[src/rtl/sbg_pkg.sv]
package sbg_pkg;
  // register indices; byte address is four times the index
  localparam logic [9:0]  IDX_GEAR_NUM1    = 10'h158;
  localparam logic [9:0]  IDX_GEAR_DEN     = 10'h15A;
  localparam logic [9:0]  IDX_ENC_PPR      = 10'h15C;
  localparam logic [9:0]  IDX_CTRL         = 10'h170;
  localparam logic [9:0]  IDX_OFF_DELAY    = 10'h171;
  localparam logic [9:0]  IDX_ZERO_SPEED   = 10'h172;
  localparam logic [9:0]  IDX_SPEED_LIMIT  = 10'h173;
  localparam logic [9:0]  IDX_GEAR_NUM2    = 10'h174;
  localparam logic [9:0]  IDX_GEAR_NUM3    = 10'h175;
  localparam logic [9:0]  IDX_GEAR_NUM4    = 10'h176;
  localparam logic [9:0]  IDX_STATUS       = 10'h177;
  localparam logic [9:0]  IDX_INT_STATUS   = 10'h178;
  localparam logic [9:0]  IDX_INT_MASK     = 10'h179;
  // reset values
  localparam logic [31:0] RST_GEAR_NUM1    = 32'h0000_0080;
  localparam logic [31:0] RST_GEAR_DEN     = 32'h0000_000A;
  localparam logic [31:0] RST_ENC_PPR      = 32'h0000_09C4;
  localparam logic [31:0] RST_GEAR_NUMX    = 32'h0000_0080;
  localparam logic [15:0] RST_OFF_DELAY    = 16'h0000;
  localparam logic [15:0] RST_ZERO_SPEED   = 16'h000A;
  localparam logic [15:0] RST_SPEED_LIMIT  = 16'h1770;
  // accepted ranges
  localparam logic [31:0] NUM1_MAX         = 32'h1FFF_FFFF;
  localparam logic [31:0] DEN_MAX          = 32'h7FFF_FFFF;
  localparam logic [31:0] PPR_MIN          = 32'h0000_0014;
  localparam logic [31:0] PPR_MAX          = 32'h0004_E200;
  // speed/60 * ppr * 4 > 19.8e6  <=>  speed * ppr > 297e6
  localparam logic [47:0] ENC_FREQ_PRODUCT = 48'h0000_11B3_DC40;
  // field positions
  localparam int CTRL_SERVO_ON = 0;
  localparam int CTRL_MODE_PR  = 1;
  localparam int CTRL_GSEL_LO  = 2;
  localparam int INT_ENC_FAULT = 0;
  localparam int INT_WR_REFUSE = 1;
  localparam int INT_BRAKE_ENG = 2;
  localparam int INT_BITS      = 3;
  // timing
  localparam int CLK_PERIOD_NS = 8;
  localparam int MS_NS         = 1000000;
  localparam int MS_CYCLES     = MS_NS / CLK_PERIOD_NS;
  localparam logic [7:0] EXEMPT_FAULT_CODE = 8'h22;
  typedef enum logic [1:0] {
    ST_ON    = 2'b00,
    ST_DELAY = 2'b01,
    ST_HOLD  = 2'b10,
    ST_OFF   = 2'b11
  } sbg_brake_e;
endpackage : sbg_pkg

[src/rtl/sbg_scale_if.sv]
`timescale 1ns/1ps
`default_nettype none
interface sbg_scale_if;
  logic [31:0] num;
  logic [31:0] den;
  logic        pulse_in;
  logic        pulse_out;
  modport owner  (output num, output den, output pulse_in, input pulse_out);
  modport scaler (input num, input den, input pulse_in, output pulse_out);
endinterface : sbg_scale_if
`default_nettype wire

[src/rtl/sbg_top.sv]
// Notes on behaviour
// RULE1: on disable, brake release stays active for the off-delay, then drops.
// RULE2: during the off-delay, speed below zero-speed threshold engages the brake at once.
// RULE3: when the off-delay expires the brake engages whatever the speed.
// RULE4: disable by non-exempt fault or emergency stop treats negative delay as zero.
// RULE5: command pulse rate is input rate times numerator over denominator.
// RULE6: primary numerator is 32-bit, accepting 1 to 2^29-1.
// RULE7: denominator is 32-bit, accepting 1 to 2^31-1.
// RULE8: software keeps the ratio strictly between 1/50 and 25600.
// RULE9: three extra numerators, any selectable as the ratio numerator.
// RULE10: pulse-train mode: primary numerator writable only while enabled.
// RULE11: internal-register mode: primary numerator writable only while disabled.
// RULE12: denominator writes refused while enabled in both modes.
// RULE13: encoder output pulses per revolution 20 to 320000, default 2500.
// RULE14: encoder-output fault on encoder error, overspeed or output frequency excess.
// RULE15: off-delay timed in milliseconds from the moment disable takes effect.
//
// Chosen here: the AHB-Lite slave port.
`timescale 1ns/1ps
`default_nettype none
module sbg_top
  import sbg_pkg::*;
#(
  parameter int MS_TICKS      = MS_CYCLES,
  parameter int ENC_COUNTS_REV = 160000
) (
  // clock and reset
  input  wire logic        hclk,
  input  wire logic        hresetn,
  // ahb-lite slave
  input  wire logic        hsel,
  input  wire logic [31:0] haddr,
  input  wire logic [1:0]  htrans,
  input  wire logic        hwrite,
  input  wire logic [2:0]  hsize,
  input  wire logic [31:0] hwdata,
  input  wire logic        hready,
  output logic      [31:0] hrdata,
  output logic             hreadyout,
  output logic             hresp,
  // drive state inputs, same clock
  input  wire logic [15:0] motor_speed,
  input  wire logic        fault_active,
  input  wire logic [7:0]  fault_code,
  // pins
  input  wire logic        emergency_stop_input,
  input  wire logic        encoder_error_in,
  input  wire logic        cmd_pulse_in,
  input  wire logic        enc_count_in,
  // outputs
  output logic             brake_release_output,
  output logic             power_stage_enable,
  output logic             position_cmd_pulse,
  output logic             encoder_out_pulse,
  output logic             encoder_output_fault,
  output logic             irq
);
  // pin synchronisers
  logic [3:0] sync1_q;
  logic [3:0] sync2_q;
  logic [3:0] pins_v;
  logic       cmd_prev_q;
  logic       enc_prev_q;
  assign pins_v = {enc_count_in, cmd_pulse_in, encoder_error_in, emergency_stop_input};

  always_ff @(posedge hclk or negedge hresetn) begin
    if (!hresetn) begin
      sync1_q    <= 4'h0;
      sync2_q    <= 4'h0;
      cmd_prev_q <= 1'b0;
      enc_prev_q <= 1'b0;
    end else begin
      sync1_q    <= pins_v;
      sync2_q    <= sync1_q;
      cmd_prev_q <= sync2_q[2];
      enc_prev_q <= sync2_q[3];
    end
  end

  logic emergency_stop_input_s;
  logic enc_err_s;
  assign emergency_stop_input_s    = sync2_q[0];
  assign enc_err_s = sync2_q[1];

  // registers
  logic [31:0] num1_q, num1_d, den_q, den_d, ppr_q, ppr_d;
  logic [31:0] numx_q [3];
  logic [31:0] numx_d [3];
  logic [3:0]  ctrl_q, ctrl_d;
  logic [15:0] off_delay_q, off_delay_d, zero_spd_q, zero_spd_d, spd_lim_q, spd_lim_d;
  logic [INT_BITS-1:0] ist_q, ist_d, imask_q, imask_d;
  logic        dp_q, dp_d, wait_q, wait_d, dpw_q, dpw_d;
  logic [9:0]  dpidx_q, dpidx_d;
  logic [31:0] rdata_q, rdata_d;
  logic        refuse_v;
  logic        fault_q;
  logic        enabled_v;
  sbg_brake_e  st_q, st_d;

  // brake timing
  logic [31:0] tick_q, tick_d;
  logic [15:0] ms_q, ms_d;
  logic        neg_zero_v, disable_v, brake_eng_ev;
  logic [15:0] mag_v;

  assign enabled_v  = (st_q == ST_ON);
  assign disable_v  = !ctrl_q[CTRL_SERVO_ON] || fault_active || emergency_stop_input_s;
  assign neg_zero_v = emergency_stop_input_s || (fault_active && fault_code != EXEMPT_FAULT_CODE); // RULE4
  assign mag_v      = off_delay_q[15] ? 16'(-off_delay_q) : off_delay_q;

  always_comb begin
    st_d         = st_q;
    tick_d       = tick_q;
    ms_d         = ms_q;
    brake_eng_ev = 1'b0;
    if (st_q != ST_ON && st_q != ST_OFF) begin
      if (tick_q >= 32'(MS_TICKS - 1)) begin // RULE15
        tick_d = 32'h0;
        ms_d   = ms_q + 16'h1;
      end else begin
        tick_d = tick_q + 32'h1;
      end
    end
    case (st_q)
      ST_ON: begin
        if (disable_v) begin
          tick_d = 32'h0;
          ms_d   = 16'h0;
          if (off_delay_q == 16'h0 || (off_delay_q[15] && neg_zero_v)) begin // RULE4
            st_d         = ST_OFF;
            brake_eng_ev = 1'b1;
          end else if (off_delay_q[15]) begin
            st_d         = ST_HOLD;
            brake_eng_ev = 1'b1;
          end else begin
            st_d = ST_DELAY; // RULE1
          end
        end
      end
      ST_DELAY: begin
        if (ms_q >= off_delay_q) begin
          st_d         = ST_OFF; // RULE1 RULE3
          brake_eng_ev = 1'b1;
        end else if (motor_speed < zero_spd_q) begin
          st_d         = ST_OFF; // RULE2
          brake_eng_ev = 1'b1;
        end
      end
      ST_HOLD: begin
        if (ms_q >= mag_v || neg_zero_v) begin
          st_d = ST_OFF;
        end
      end
      ST_OFF: begin
        if (!disable_v) begin
          st_d = ST_ON;
        end
      end
      default: st_d = ST_OFF;
    endcase
  end

  always_ff @(posedge hclk or negedge hresetn) begin
    if (!hresetn) begin
      st_q   <= ST_OFF;
      tick_q <= 32'h0;
      ms_q   <= 16'h0;
    end else begin
      st_q   <= st_d;
      tick_q <= tick_d;
      ms_q   <= ms_d;
    end
  end

  assign brake_release_output = (st_q == ST_ON) || (st_q == ST_DELAY);
  assign power_stage_enable   = (st_q != ST_OFF);

  // gear and encoder output scalers
  sbg_scale_if gear_if ();
  sbg_scale_if enc_if ();

  always_comb begin
    case (ctrl_q[CTRL_GSEL_LO +: 2]) // RULE9
      2'd1:    gear_if.num = numx_q[0];
      2'd2:    gear_if.num = numx_q[1];
      2'd3:    gear_if.num = numx_q[2];
      default: gear_if.num = num1_q;
    endcase
  end
  assign gear_if.den      = den_q;
  assign gear_if.pulse_in = sync2_q[2] && !cmd_prev_q && enabled_v; // RULE5
  assign enc_if.num       = ppr_q; // RULE13
  assign enc_if.den       = 32'(ENC_COUNTS_REV);
  assign enc_if.pulse_in  = sync2_q[3] && !enc_prev_q;

  sbg_scaler u_gear (
    .hclk    (hclk),
    .hresetn (hresetn),
    .sc      (gear_if.scaler)
  );

  sbg_scaler u_enc (
    .hclk    (hclk),
    .hresetn (hresetn),
    .sc      (enc_if.scaler)
  );

  assign position_cmd_pulse = gear_if.pulse_out;
  assign encoder_out_pulse  = enc_if.pulse_out;

  // encoder output fault
  logic [47:0] freq_prod_v;
  logic        fault_d;
  assign freq_prod_v = {32'h0, motor_speed} * {16'h0, ppr_q};
  assign fault_d     = enc_err_s || (motor_speed > spd_lim_q) || (freq_prod_v > ENC_FREQ_PRODUCT); // RULE14

  always_ff @(posedge hclk or negedge hresetn) begin
    if (!hresetn) begin
      fault_q <= 1'b0;
    end else begin
      fault_q <= fault_d;
    end
  end
  assign encoder_output_fault = fault_q;

  // bus slave: one wait cycle per transfer
  logic        acc_v;
  logic        wr_v;
  logic [31:0] rd_v;
  assign acc_v = hsel && hready && htrans[1];
  assign wr_v  = dp_q && wait_q && dpw_q;

  always_comb begin
    case (dpidx_q)
      IDX_GEAR_NUM1:   rd_v = num1_q;
      IDX_GEAR_DEN:    rd_v = den_q;
      IDX_ENC_PPR:     rd_v = ppr_q;
      IDX_CTRL:        rd_v = {28'h0, ctrl_q};
      IDX_OFF_DELAY:   rd_v = {16'h0, off_delay_q};
      IDX_ZERO_SPEED:  rd_v = {16'h0, zero_spd_q};
      IDX_SPEED_LIMIT: rd_v = {16'h0, spd_lim_q};
      IDX_GEAR_NUM2:   rd_v = numx_q[0];
      IDX_GEAR_NUM3:   rd_v = numx_q[1];
      IDX_GEAR_NUM4:   rd_v = numx_q[2];
      IDX_STATUS:      rd_v = {27'h0, st_q, power_stage_enable, fault_q, brake_release_output};
      IDX_INT_STATUS:  rd_v = {29'h0, ist_q};
      IDX_INT_MASK:    rd_v = {29'h0, imask_q};
      default:         rd_v = 32'h0;
    endcase
  end

  always_comb begin
    dp_d        = dp_q;
    wait_d      = 1'b0;
    dpw_d       = dpw_q;
    dpidx_d     = dpidx_q;
    rdata_d     = rdata_q;
    num1_d      = num1_q;
    den_d       = den_q;
    ppr_d       = ppr_q;
    numx_d      = numx_q;
    ctrl_d      = ctrl_q;
    off_delay_d = off_delay_q;
    zero_spd_d  = zero_spd_q;
    spd_lim_d   = spd_lim_q;
    imask_d     = imask_q;
    ist_d       = ist_q;
    refuse_v    = 1'b0;
    if (dp_q && wait_q) begin
      dp_d = 1'b0;
    end else if (dp_q) begin
      wait_d = 1'b1;
      if (!dpw_q) begin
        rdata_d = rd_v;
        if (dpidx_q == IDX_INT_STATUS) begin
          ist_d = '0;
        end
      end
    end
    if (acc_v && !(dp_q && !wait_q)) begin
      dp_d    = 1'b1;
      dpw_d   = hwrite;
      dpidx_d = haddr[11:2];
    end
    if (wr_v) begin
      case (dpidx_q)
        IDX_GEAR_NUM1: begin
          if (hwdata == 32'h0 || hwdata > NUM1_MAX) begin // RULE6
            refuse_v = 1'b1;
          end else if (ctrl_q[CTRL_MODE_PR] ? enabled_v : !enabled_v) begin // RULE10 RULE11
            refuse_v = 1'b1;
          end else begin
            num1_d = hwdata;
          end
        end
        IDX_GEAR_DEN: begin
          if (hwdata == 32'h0 || hwdata > DEN_MAX || enabled_v) begin // RULE7 RULE12
            refuse_v = 1'b1;
          end else begin
            den_d = hwdata;
          end
        end
        IDX_ENC_PPR: begin
          if (hwdata < PPR_MIN || hwdata > PPR_MAX) begin // RULE13
            refuse_v = 1'b1;
          end else begin
            ppr_d = hwdata;
          end
        end
        IDX_CTRL:        ctrl_d      = hwdata[3:0];
        IDX_OFF_DELAY:   off_delay_d = hwdata[15:0];
        IDX_ZERO_SPEED:  zero_spd_d  = hwdata[15:0];
        IDX_SPEED_LIMIT: spd_lim_d   = hwdata[15:0];
        IDX_GEAR_NUM2:   numx_d[0]   = hwdata;
        IDX_GEAR_NUM3:   numx_d[1]   = hwdata;
        IDX_GEAR_NUM4:   numx_d[2]   = hwdata;
        IDX_INT_MASK:    imask_d     = hwdata[INT_BITS-1:0];
        default:         refuse_v    = 1'b0;
      endcase
    end
    // set wins over read-clear
    if (fault_d && !fault_q) ist_d[INT_ENC_FAULT] = 1'b1;
    if (refuse_v)            ist_d[INT_WR_REFUSE] = 1'b1;
    if (brake_eng_ev)        ist_d[INT_BRAKE_ENG] = 1'b1;
  end

  always_ff @(posedge hclk or negedge hresetn) begin
    if (!hresetn) begin
      dp_q        <= 1'b0;
      wait_q      <= 1'b0;
      dpw_q       <= 1'b0;
      dpidx_q     <= 10'h0;
      rdata_q     <= 32'h0;
      num1_q      <= RST_GEAR_NUM1;
      den_q       <= RST_GEAR_DEN;
      ppr_q       <= RST_ENC_PPR;
      numx_q      <= '{RST_GEAR_NUMX, RST_GEAR_NUMX, RST_GEAR_NUMX};
      ctrl_q      <= 4'h0;
      off_delay_q <= RST_OFF_DELAY;
      zero_spd_q  <= RST_ZERO_SPEED;
      spd_lim_q   <= RST_SPEED_LIMIT;
      ist_q       <= '0;
      imask_q     <= '0;
    end else begin
      dp_q        <= dp_d;
      wait_q      <= wait_d;
      dpw_q       <= dpw_d;
      dpidx_q     <= dpidx_d;
      rdata_q     <= rdata_d;
      num1_q      <= num1_d;
      den_q       <= den_d;
      ppr_q       <= ppr_d;
      numx_q      <= numx_d;
      ctrl_q      <= ctrl_d;
      off_delay_q <= off_delay_d;
      zero_spd_q  <= zero_spd_d;
      spd_lim_q   <= spd_lim_d;
      ist_q       <= ist_d;
      imask_q     <= imask_d;
    end
  end

  assign hrdata    = rdata_q;
  assign hreadyout = !(dp_q && !wait_q);
  assign hresp     = 1'b0;
  assign irq       = |(ist_q & imask_q);
endmodule : sbg_top
`default_nettype wire

[src/rtl/sbg_scaler.sv]
`timescale 1ns/1ps
`default_nettype none
module sbg_scaler
  import sbg_pkg::*;
(
  // clock and reset
  input wire logic  hclk,
  input wire logic  hresetn,
  // scaling port
  sbg_scale_if.scaler sc
);
  logic [63:0] acc_q;
  logic [63:0] acc_d;
  logic        out_q;
  logic        out_d;
  logic [63:0] add_v;
  logic [63:0] sub_v;

  // each input pulse adds num; one output pulse per den accumulated
  always_comb begin
    add_v = sc.pulse_in ? {32'h0000_0000, sc.num} : 64'h0;
    out_d = (acc_q >= {32'h0000_0000, sc.den}) && (sc.den != 32'h0);
    sub_v = out_d ? {32'h0000_0000, sc.den} : 64'h0;
    acc_d = acc_q + add_v - sub_v;
  end

  always_ff @(posedge hclk or negedge hresetn) begin
    if (!hresetn) begin
      acc_q <= 64'h0;
      out_q <= 1'b0;
    end else begin
      acc_q <= acc_d;
      out_q <= out_d;
    end
  end

  assign sc.pulse_out = out_q;
endmodule : sbg_scaler
`default_nettype wire

[config.mk]
export PLATFORM = sky130hd
export DESIGN_NAME = sbg_top
export DESIGN_NICKNAME = d
export VERILOG_FILES = /design/src/rtl/sbg_pkg.sv /design/src/rtl/sbg_scale_if.sv /design/src/rtl/sbg_top.sv /design/src/rtl/sbg_scaler.sv
export SDC_FILE = /design/constraint.sdc
export NUM_CORES = 2
export LEC_CHECK = 0
export ABC_AREA = 1
export BUFFER_PORTS_ARGS = -buffer_cell sky130_fd_sc_hd__buf_2
export CAP_MARGIN = 20
export CORE_UTILIZATION = 65
export DETAILED_ROUTE_END_ITERATION = 12
export GPL_TIMING_DRIVEN = 0
export PLACE_DENSITY = 0.83
export SYNTH_ARGS = -nofsm -noshare
export SYNTH_HDL_FRONTEND = slang
export SYNTH_SLANG_ARGS = --single-unit
[constraint.sdc]
create_clock -name hclk -period 9.05 [get_ports hclk]
set_clock_uncertainty 0.2 [all_clocks]
set_input_delay 0.905 -clock hclk [delete_from_list [all_inputs] [get_ports hclk]]
set_output_delay 0.905 -clock hclk [all_outputs]
set_load 0.03 [all_outputs]
* Word-level counts from Yosys, hierarchy flattened
Index checks and enable logic that the tools add are counted.
** Word-level totals
- Register bits :: 486
- Bits of input ports :: 103
- Output and inout port bits :: 40
- Logic and storage cells :: 198
** Cells by class
- Add/sub/neg operators :: 7
- Multipliers :: 1
- Magnitude comparators :: 12
- Eq/ne operators :: 31
- Multiplexer cells :: 47
- Bitwise operators :: 7
- Reductions and logical operators :: 62
** Operators by type and width (count)
- $pmux 32 s13 :: 1
- $mux 32 :: 7
- $eq 10x9->1 const B :: 13
- $add 64x64->64 :: 2
- $sub 64x64->64 :: 2
- $pmux 32 s3 :: 1
- $mux 16 :: 5
- $ge 64x18->1 const B :: 1
- $ge 64x32->1 :: 1
- $gt 48x29->1 const B :: 1
- $mul 16x32->48 :: 1
- $add 32x1->32 const B :: 1
- $ge 16x16->1 :: 2
- $ge 32x17->1 const B :: 1
- $gt 32x19->1 const B :: 1
- $gt 32x29->1 const B :: 1
- $gt 32x31->1 const B :: 1
- $logic_not 32->1 :: 1
- $lt 32x5->1 const B :: 1
- $reduce_bool 32->1 :: 1
- $reduce_and 4->1 :: 5
- $mux 1 :: 18
- $mux 18 :: 1
- $add 16x1->16 const B :: 1
- 25 further kinds :: 97

* Logic depth before layout (Yosys ltp)
- Word-level depth :: 10
- Gate-level depth with buffers :: 37
- Mapped depth without buffers :: 35

* Hierarchy
Synthesis repeated with hierarchy kept, for this count alone.
** Second synthesis, totals
- Cell total of the unflattened synthesis :: 7720
- Area total of the unflattened synthesis :: 54765.0 sq um
** By module, submodules not included
- sbg_top :: times used 1, cells each 4655, area an instance 35567.9 sq um, sequential area each 8936.1 sq um
- sbg_scaler at u_gear :: times used 1, cells each 1537, area an instance 9608.0 sq um, sequential area each 1626.6 sq um
- sbg_scaler at u_enc :: times used 1, cells each 1528, area an instance 9589.2 sq um, sequential area each 1626.6 sq um

* Least setup slack after synthesis
Ideal clock, no wire load.
- Kind :: input -> register
- From :: in motor_speed[15]
- To :: reg ist_q[0]
- Library setup time :: 0.121 ns
- Arrival :: 6.232 ns
- Data required time :: 8.729 ns
- Setup slack :: 2.498 ns
- Stages :: 29
- Buffers on the path :: 1
- Cell sequence :: clkbuf_1 -> nand2_1 -> fa_1 -> inv_1 -> fa_1 -> fa_1 -> inv_1 -> fa_1 -> inv_1 -> fa_1 -> inv_1 -> fa_1 -> inv_1 -> ha_1 -> a21o_1 -> a21boi_0 -> nand2_1 -> a21oi_1 -> nand3_1 -> nand2_1 -> nand2_1 -> nor2_1 -> nand2_1 -> nor2_1 -> nand2_1 -> nor2_2 -> nand2_2 -> nand2_1 -> nand2_1
** On the way
- Cells in the longest elaborated chain, start to end :: 6
- Elaborated cells on any way between the ends :: 12
- Classes of those cells :: mul: 1; order compare: 2; eq/ne: 2; mux: 1; reduce/logical: 6
** RTL lines
- start: declaration :: line sbg_top.sv:42 : input wire logic [15:0] motor_speed,
- $mul 16x32->48 or $gt 16x16->1 (tied branches) :: line sbg_top.sv:214, sbg_top.sv:215
- $gt 48x29->1 or $logic_or 1x1->1 (tied branches) :: line sbg_top.sv:215 : assign fault_d = enc_err_s || (motor_speed > spd_lim_q) || (freq_prod_v > ENC_FREQ_PRODUCT);
- $logic_or 1x1->1 * :: line sbg_top.sv:215
- net fault_d :: line sbg_top.sv:213 : logic fault_d;
- $logic_and 1x1->1 * :: line sbg_top.sv:322 : if (fault_d && !fault_q) ist_d[INT_ENC_FAULT] = 1'b1;
- $ne 2x1->1 (no source line) or $reduce_bool 2->1 (tied branches)
- $reduce_and 4->1 (no source line)
- end signal: assignment :: line sbg_top.sv:358 : ist_q <= ist_d;
- end: declaration :: line sbg_top.sv:91 : logic [INT_BITS-1:0] ist_q, ist_d, imask_q, imask_d;
Mark *: on every way through the listed nets, which the timed path passes. The rest lies on a longest branch.
A chain may end at the register's enable or synchronous reset.

* Worst setup path after layout
- From :: reg ppr_q[2] (netlist: enc_if.num[2])
- To :: reg ist_q[0]
** On the way
- Cells in the longest elaborated chain, start to end :: 6
- Elaborated cells on any way between the ends :: 10
- Classes of those cells :: mul: 1; order compare: 1; eq/ne: 2; mux: 1; reduce/logical: 5
** RTL lines
- start: declaration :: line sbg_top.sv:86 : logic [31:0] num1_q, num1_d, den_q, den_d, ppr_q, ppr_d;
- start signal: assignment :: line sbg_top.sv:352 : ppr_q <= ppr_d;
- $mul 16x32->48 * :: line sbg_top.sv:214 : assign freq_prod_v = {32'h0, motor_speed} * {16'h0, ppr_q};
- $gt 48x29->1 * :: line sbg_top.sv:215
- $logic_or 1x1->1 * :: line sbg_top.sv:215
- net fault_d :: line sbg_top.sv:213
- $logic_and 1x1->1 * :: line sbg_top.sv:322
- $ne 2x1->1 (no source line) or $reduce_bool 2->1 (tied branches)
- $reduce_and 4->1 (no source line)
Marked as above.

==> summary.md <==
| Metric | Value |
|---|---|
| Count leader, synth | `inv_1` |
| Total iterations of the first detailed-routing run | `9` |
| Status | `finished clean` |
| WL/cell | `21.6 um` |
| Max-slew headroom | `13.3%` |
| DP Area | `0.0535 mm^2` |
| First-pass GRT wire length | `273000 um` |
| Arrival time at the worst endpoint | `8520 ps` |
| Setup CP Type | `reg -> reg` |
| R2R depth | `30` |
| CP Launch Type | `flop` |
| Psw | `5.03 mW` |
| Worst VDD drop | `304 uV` |
| Die area | `0.0804 mm^2` |
| Most common cell on crit path | `nand2_1` |
| Initial core utilization | `66.1%` |
| Die Ht | `284 um` |
| Detailed-route via count | `48500` |
| Mapped Cells | `6989` |
| Fin nets | `8144` |
| Maximum number of pins on one net before global-route repair | `124` |
| Total power | `10.7 mW` |
| Worst Setup SP | `enc_if.num[2]` |
| RSZ-0062 raised after global routing | `false` |
| Leak | `31.9 nW` |
| H-tree levels | `2` |
| Clock power frac | `22.1%` |
| Syn nets | `7963` |
| Share of layout cells above drive strength 1 | `4.67%` |
| Routability congestion estimate | `1.05` |
| Seq pwr share | `25.3%` |
| Fin crit period | `8150 ps` |
| Worst Hold Class | `in -> async` |
| Post-synth top cells | `1695 x inv_1, 1603 x nand2_1, 496 x nor2_1, 464 x dfrtp_1, 455 x fa_1` |
| Vias in the first global route | `47800` |
| Clk slew on worst S/H paths | `70 ps` |
| CP max-delay cell | `clkbuf_1` |
| Layout area overhead | `7.70%` |
| FF-to-FF setup slack | `900 ps` |
| Post-synthesis sequential area ratio | `23.7%` |
| Drt initial violations | `5813` |
| Synthesized area per cell | `7.37 um^2` |
| Worst-Margin Slew | `1300 ps` |
| Total GRT Usage | `44.5%` |
| CORE AREA | `0.0780 mm^2` |
| Crit path required time | `9430 ps` |
| HPWL Detailed | `140000 um` |
| FF-to-FF Start | `enc_if.num[2]` |
| Distinct cell type count after synthesis | `66` |
| Synth Register Bits | `486` |
| FF-to-FF End | `ist_q[0]` |
| Synth top area share | `22.5%` |
| Horiz. Die Dim | `284 um` |
| I/O Buffers | `115` |
| GRT overflow | `0` |
| Cell area after layout | `0.0555 mm^2` |
| Antenna violations before repair | `6` |
| Clock Tree Buf Depth | `3` |
| CTS Buf Count | `54` |
| Worst setup EP type | `flop` |
| Comb pwr share | `52.6%` |
| Post-synth EDFFs | `0` |
| CTS tree | `yes` |
| Worst Setup EP | `ist_q[0]` |
| Clock sinks | `486` |
| Final hold vios | `0` |
| Async SR Flop Fraction | `100%` |
| Final period util | `90.0%` |
| Hold_buf cts | `0` |
| Slowest stage delay, CP | `890 ps` |
| MaxCap Viol Count | `0` |
| Final slew viol count | `0` |
| Pwr per Cell Area | `193 mW/mm^2` |
| Area contributors post-synth | `dfrtp_1 23%, fa_1 18%, inv_1 12%, nand2_1 12%, ha_1 10%` |
| Int Pwr | `5.69 mW` |
| Fmax | `123 MHz` |
| Vias per cell | `5.88` |
| Net Sw Frac | `46.9%` |
| ANT nets after route | `0` |
| Ys flop type | `dfrtp_1` |
| WL final | `178000 um` |
| Ys Warns | `0` |
| Leading area contributor after synthesis | `dfrtp_1` |
| Root Driver | `clkbuf_16` |
| Final setup violation count | `0` |
| Syn Std Cell Area | `0.0515 mm^2` |
| Worst Path Max Fanout | `10` |
| DRC | `0` |
| Setup bufs post-CTS | `0` |
| I/O pins | `143` |
| # rows | `102` |
| Post-CTS sizing | `0` |
| Clock latency on the worst-skew pair | `690 ps` |
==> worst min-delay path by stage <==
stage                            endpoint
after detailed placement       sync2_q[0]
after global placement         sync2_q[0]
after CTS                 u_enc.acc_q[37]
after global routing      u_enc.acc_q[36]
final                     u_enc.acc_q[36]
after floorplan                sync2_q[0]
==> layout by cell type, fill, tap and decap left out, types with 19 or more instances in the layout <==
cell	n
a21o_1	20
a21oi_1	372
a221oi_1	53
a22o_1	19
a31oi_1	49
buf_1	28
buf_2	136
clkbuf_1	184
clkbuf_16	54
dfrtp_1	464
dfstp_2	22
fa_1	455
ha_1	416
inv_1	1695
nand2_1	1603
nand3_1	143
nand4_1	55
nor2_1	496
nor3_1	53
nor4_1	28
o2111ai_1	34
o211ai_1	28
o21ai_0	389
o22ai_1	31
xnor2_1	32
xor2_1	122
==> final cells by class <==
| cell class | instances | area [um^2] |
|---|---|---|
| multi-input combinational | 4578 | 32100 |
| buffer | 221 | 876 |
| timing repair buffer | 125 | 771 |
| fill | 6538 | 22500 |
| inverter | 1704 | 6400 |
| tap | 1040 | 1300 |
| clock inverter | 24 | 360 |
| clock buffer | 78 | 1520 |
| sequential | 486 | 12200 |
| antenna | 4 | 10.0 |
==> power by group through the flow <==
stage | logic (mW) | clock network (mW) | registers, mW
after floorplan | 3.86 | 0 | 2.70
final | 5.63 | 2.37 | 2.71
after global placement | 5.31 | 0 | 2.73
after detailed placement | 5.41 | 0 | 2.74
after CTS | 5.48 | 2.36 | 2.71
after global routing | 6.20 | 2.45 | 2.74
==> per-stage QoR <==
stage | instances | hold slack [ps] | util (%) | worst slack [ps] | TNS, ps
global route | 8256 | 67.7 | 71.2 | 656 | 0
finish | 8260 | 23.9 | 71.2 | 903 | 0
global placement | 8144 | 139 | 68.5 | -3080 | -1376160
CTS | 8251 | 34.7 | 71.1 | 1100 | 0
detailed placement | 8149 | 140 | 68.7 | 1020 | 0
floorplan | 6989 | 131 | - | 2500 | 0
==> cell families after synthesis <==
logic type | after synthesis | synth area share (%)
simple gates | 2467 | 19.6
buf+inv | 1925 | 14.1
compound gates | 1082 | 12.1
fa+ha+maj | 871 | 27.8
flops | 486 | 23.7
xor+xnor | 154 | 2.62
mux | 3 | 0.0655
other cells | 1 | 0.00728
==> routing by layer <==
layer	track usage [%]	share of wire [%]
met1	56.3	37
met2	68.3	43
met3	10.6	11
met4	29.7	8.0
met5	0.298	0.084
==> worst max-delay path, delay by kind of cell (launching register included) <==
kind                       cells  cell delay [ps]
AOI/OAI and AO/OA              1              260
adders and majority gates      7             3720
buffers and inverters          6             1720
DFF                            1              510
and+or+nand+nor               16             1660
==> flip-flops by register name, summed over array words and instances, names as in the netlist, 2 cells and up <==
name	flops
numx_q	96
u_enc.acc_q	64
u_gear.acc_q	64
den_q	32
enc_if.num	32
hrdata	32
num1_q	32
tick_q	32
ms_q	16
off_delay_q	16
spd_lim_q	16
zero_spd_q	16
dpidx_q	10
ctrl_q	4
sync1_q	4
sync2_q	4
imask_q	3
ist_q	3
st_q	2
No activity file was read; power rests on OpenSTA's default activity.
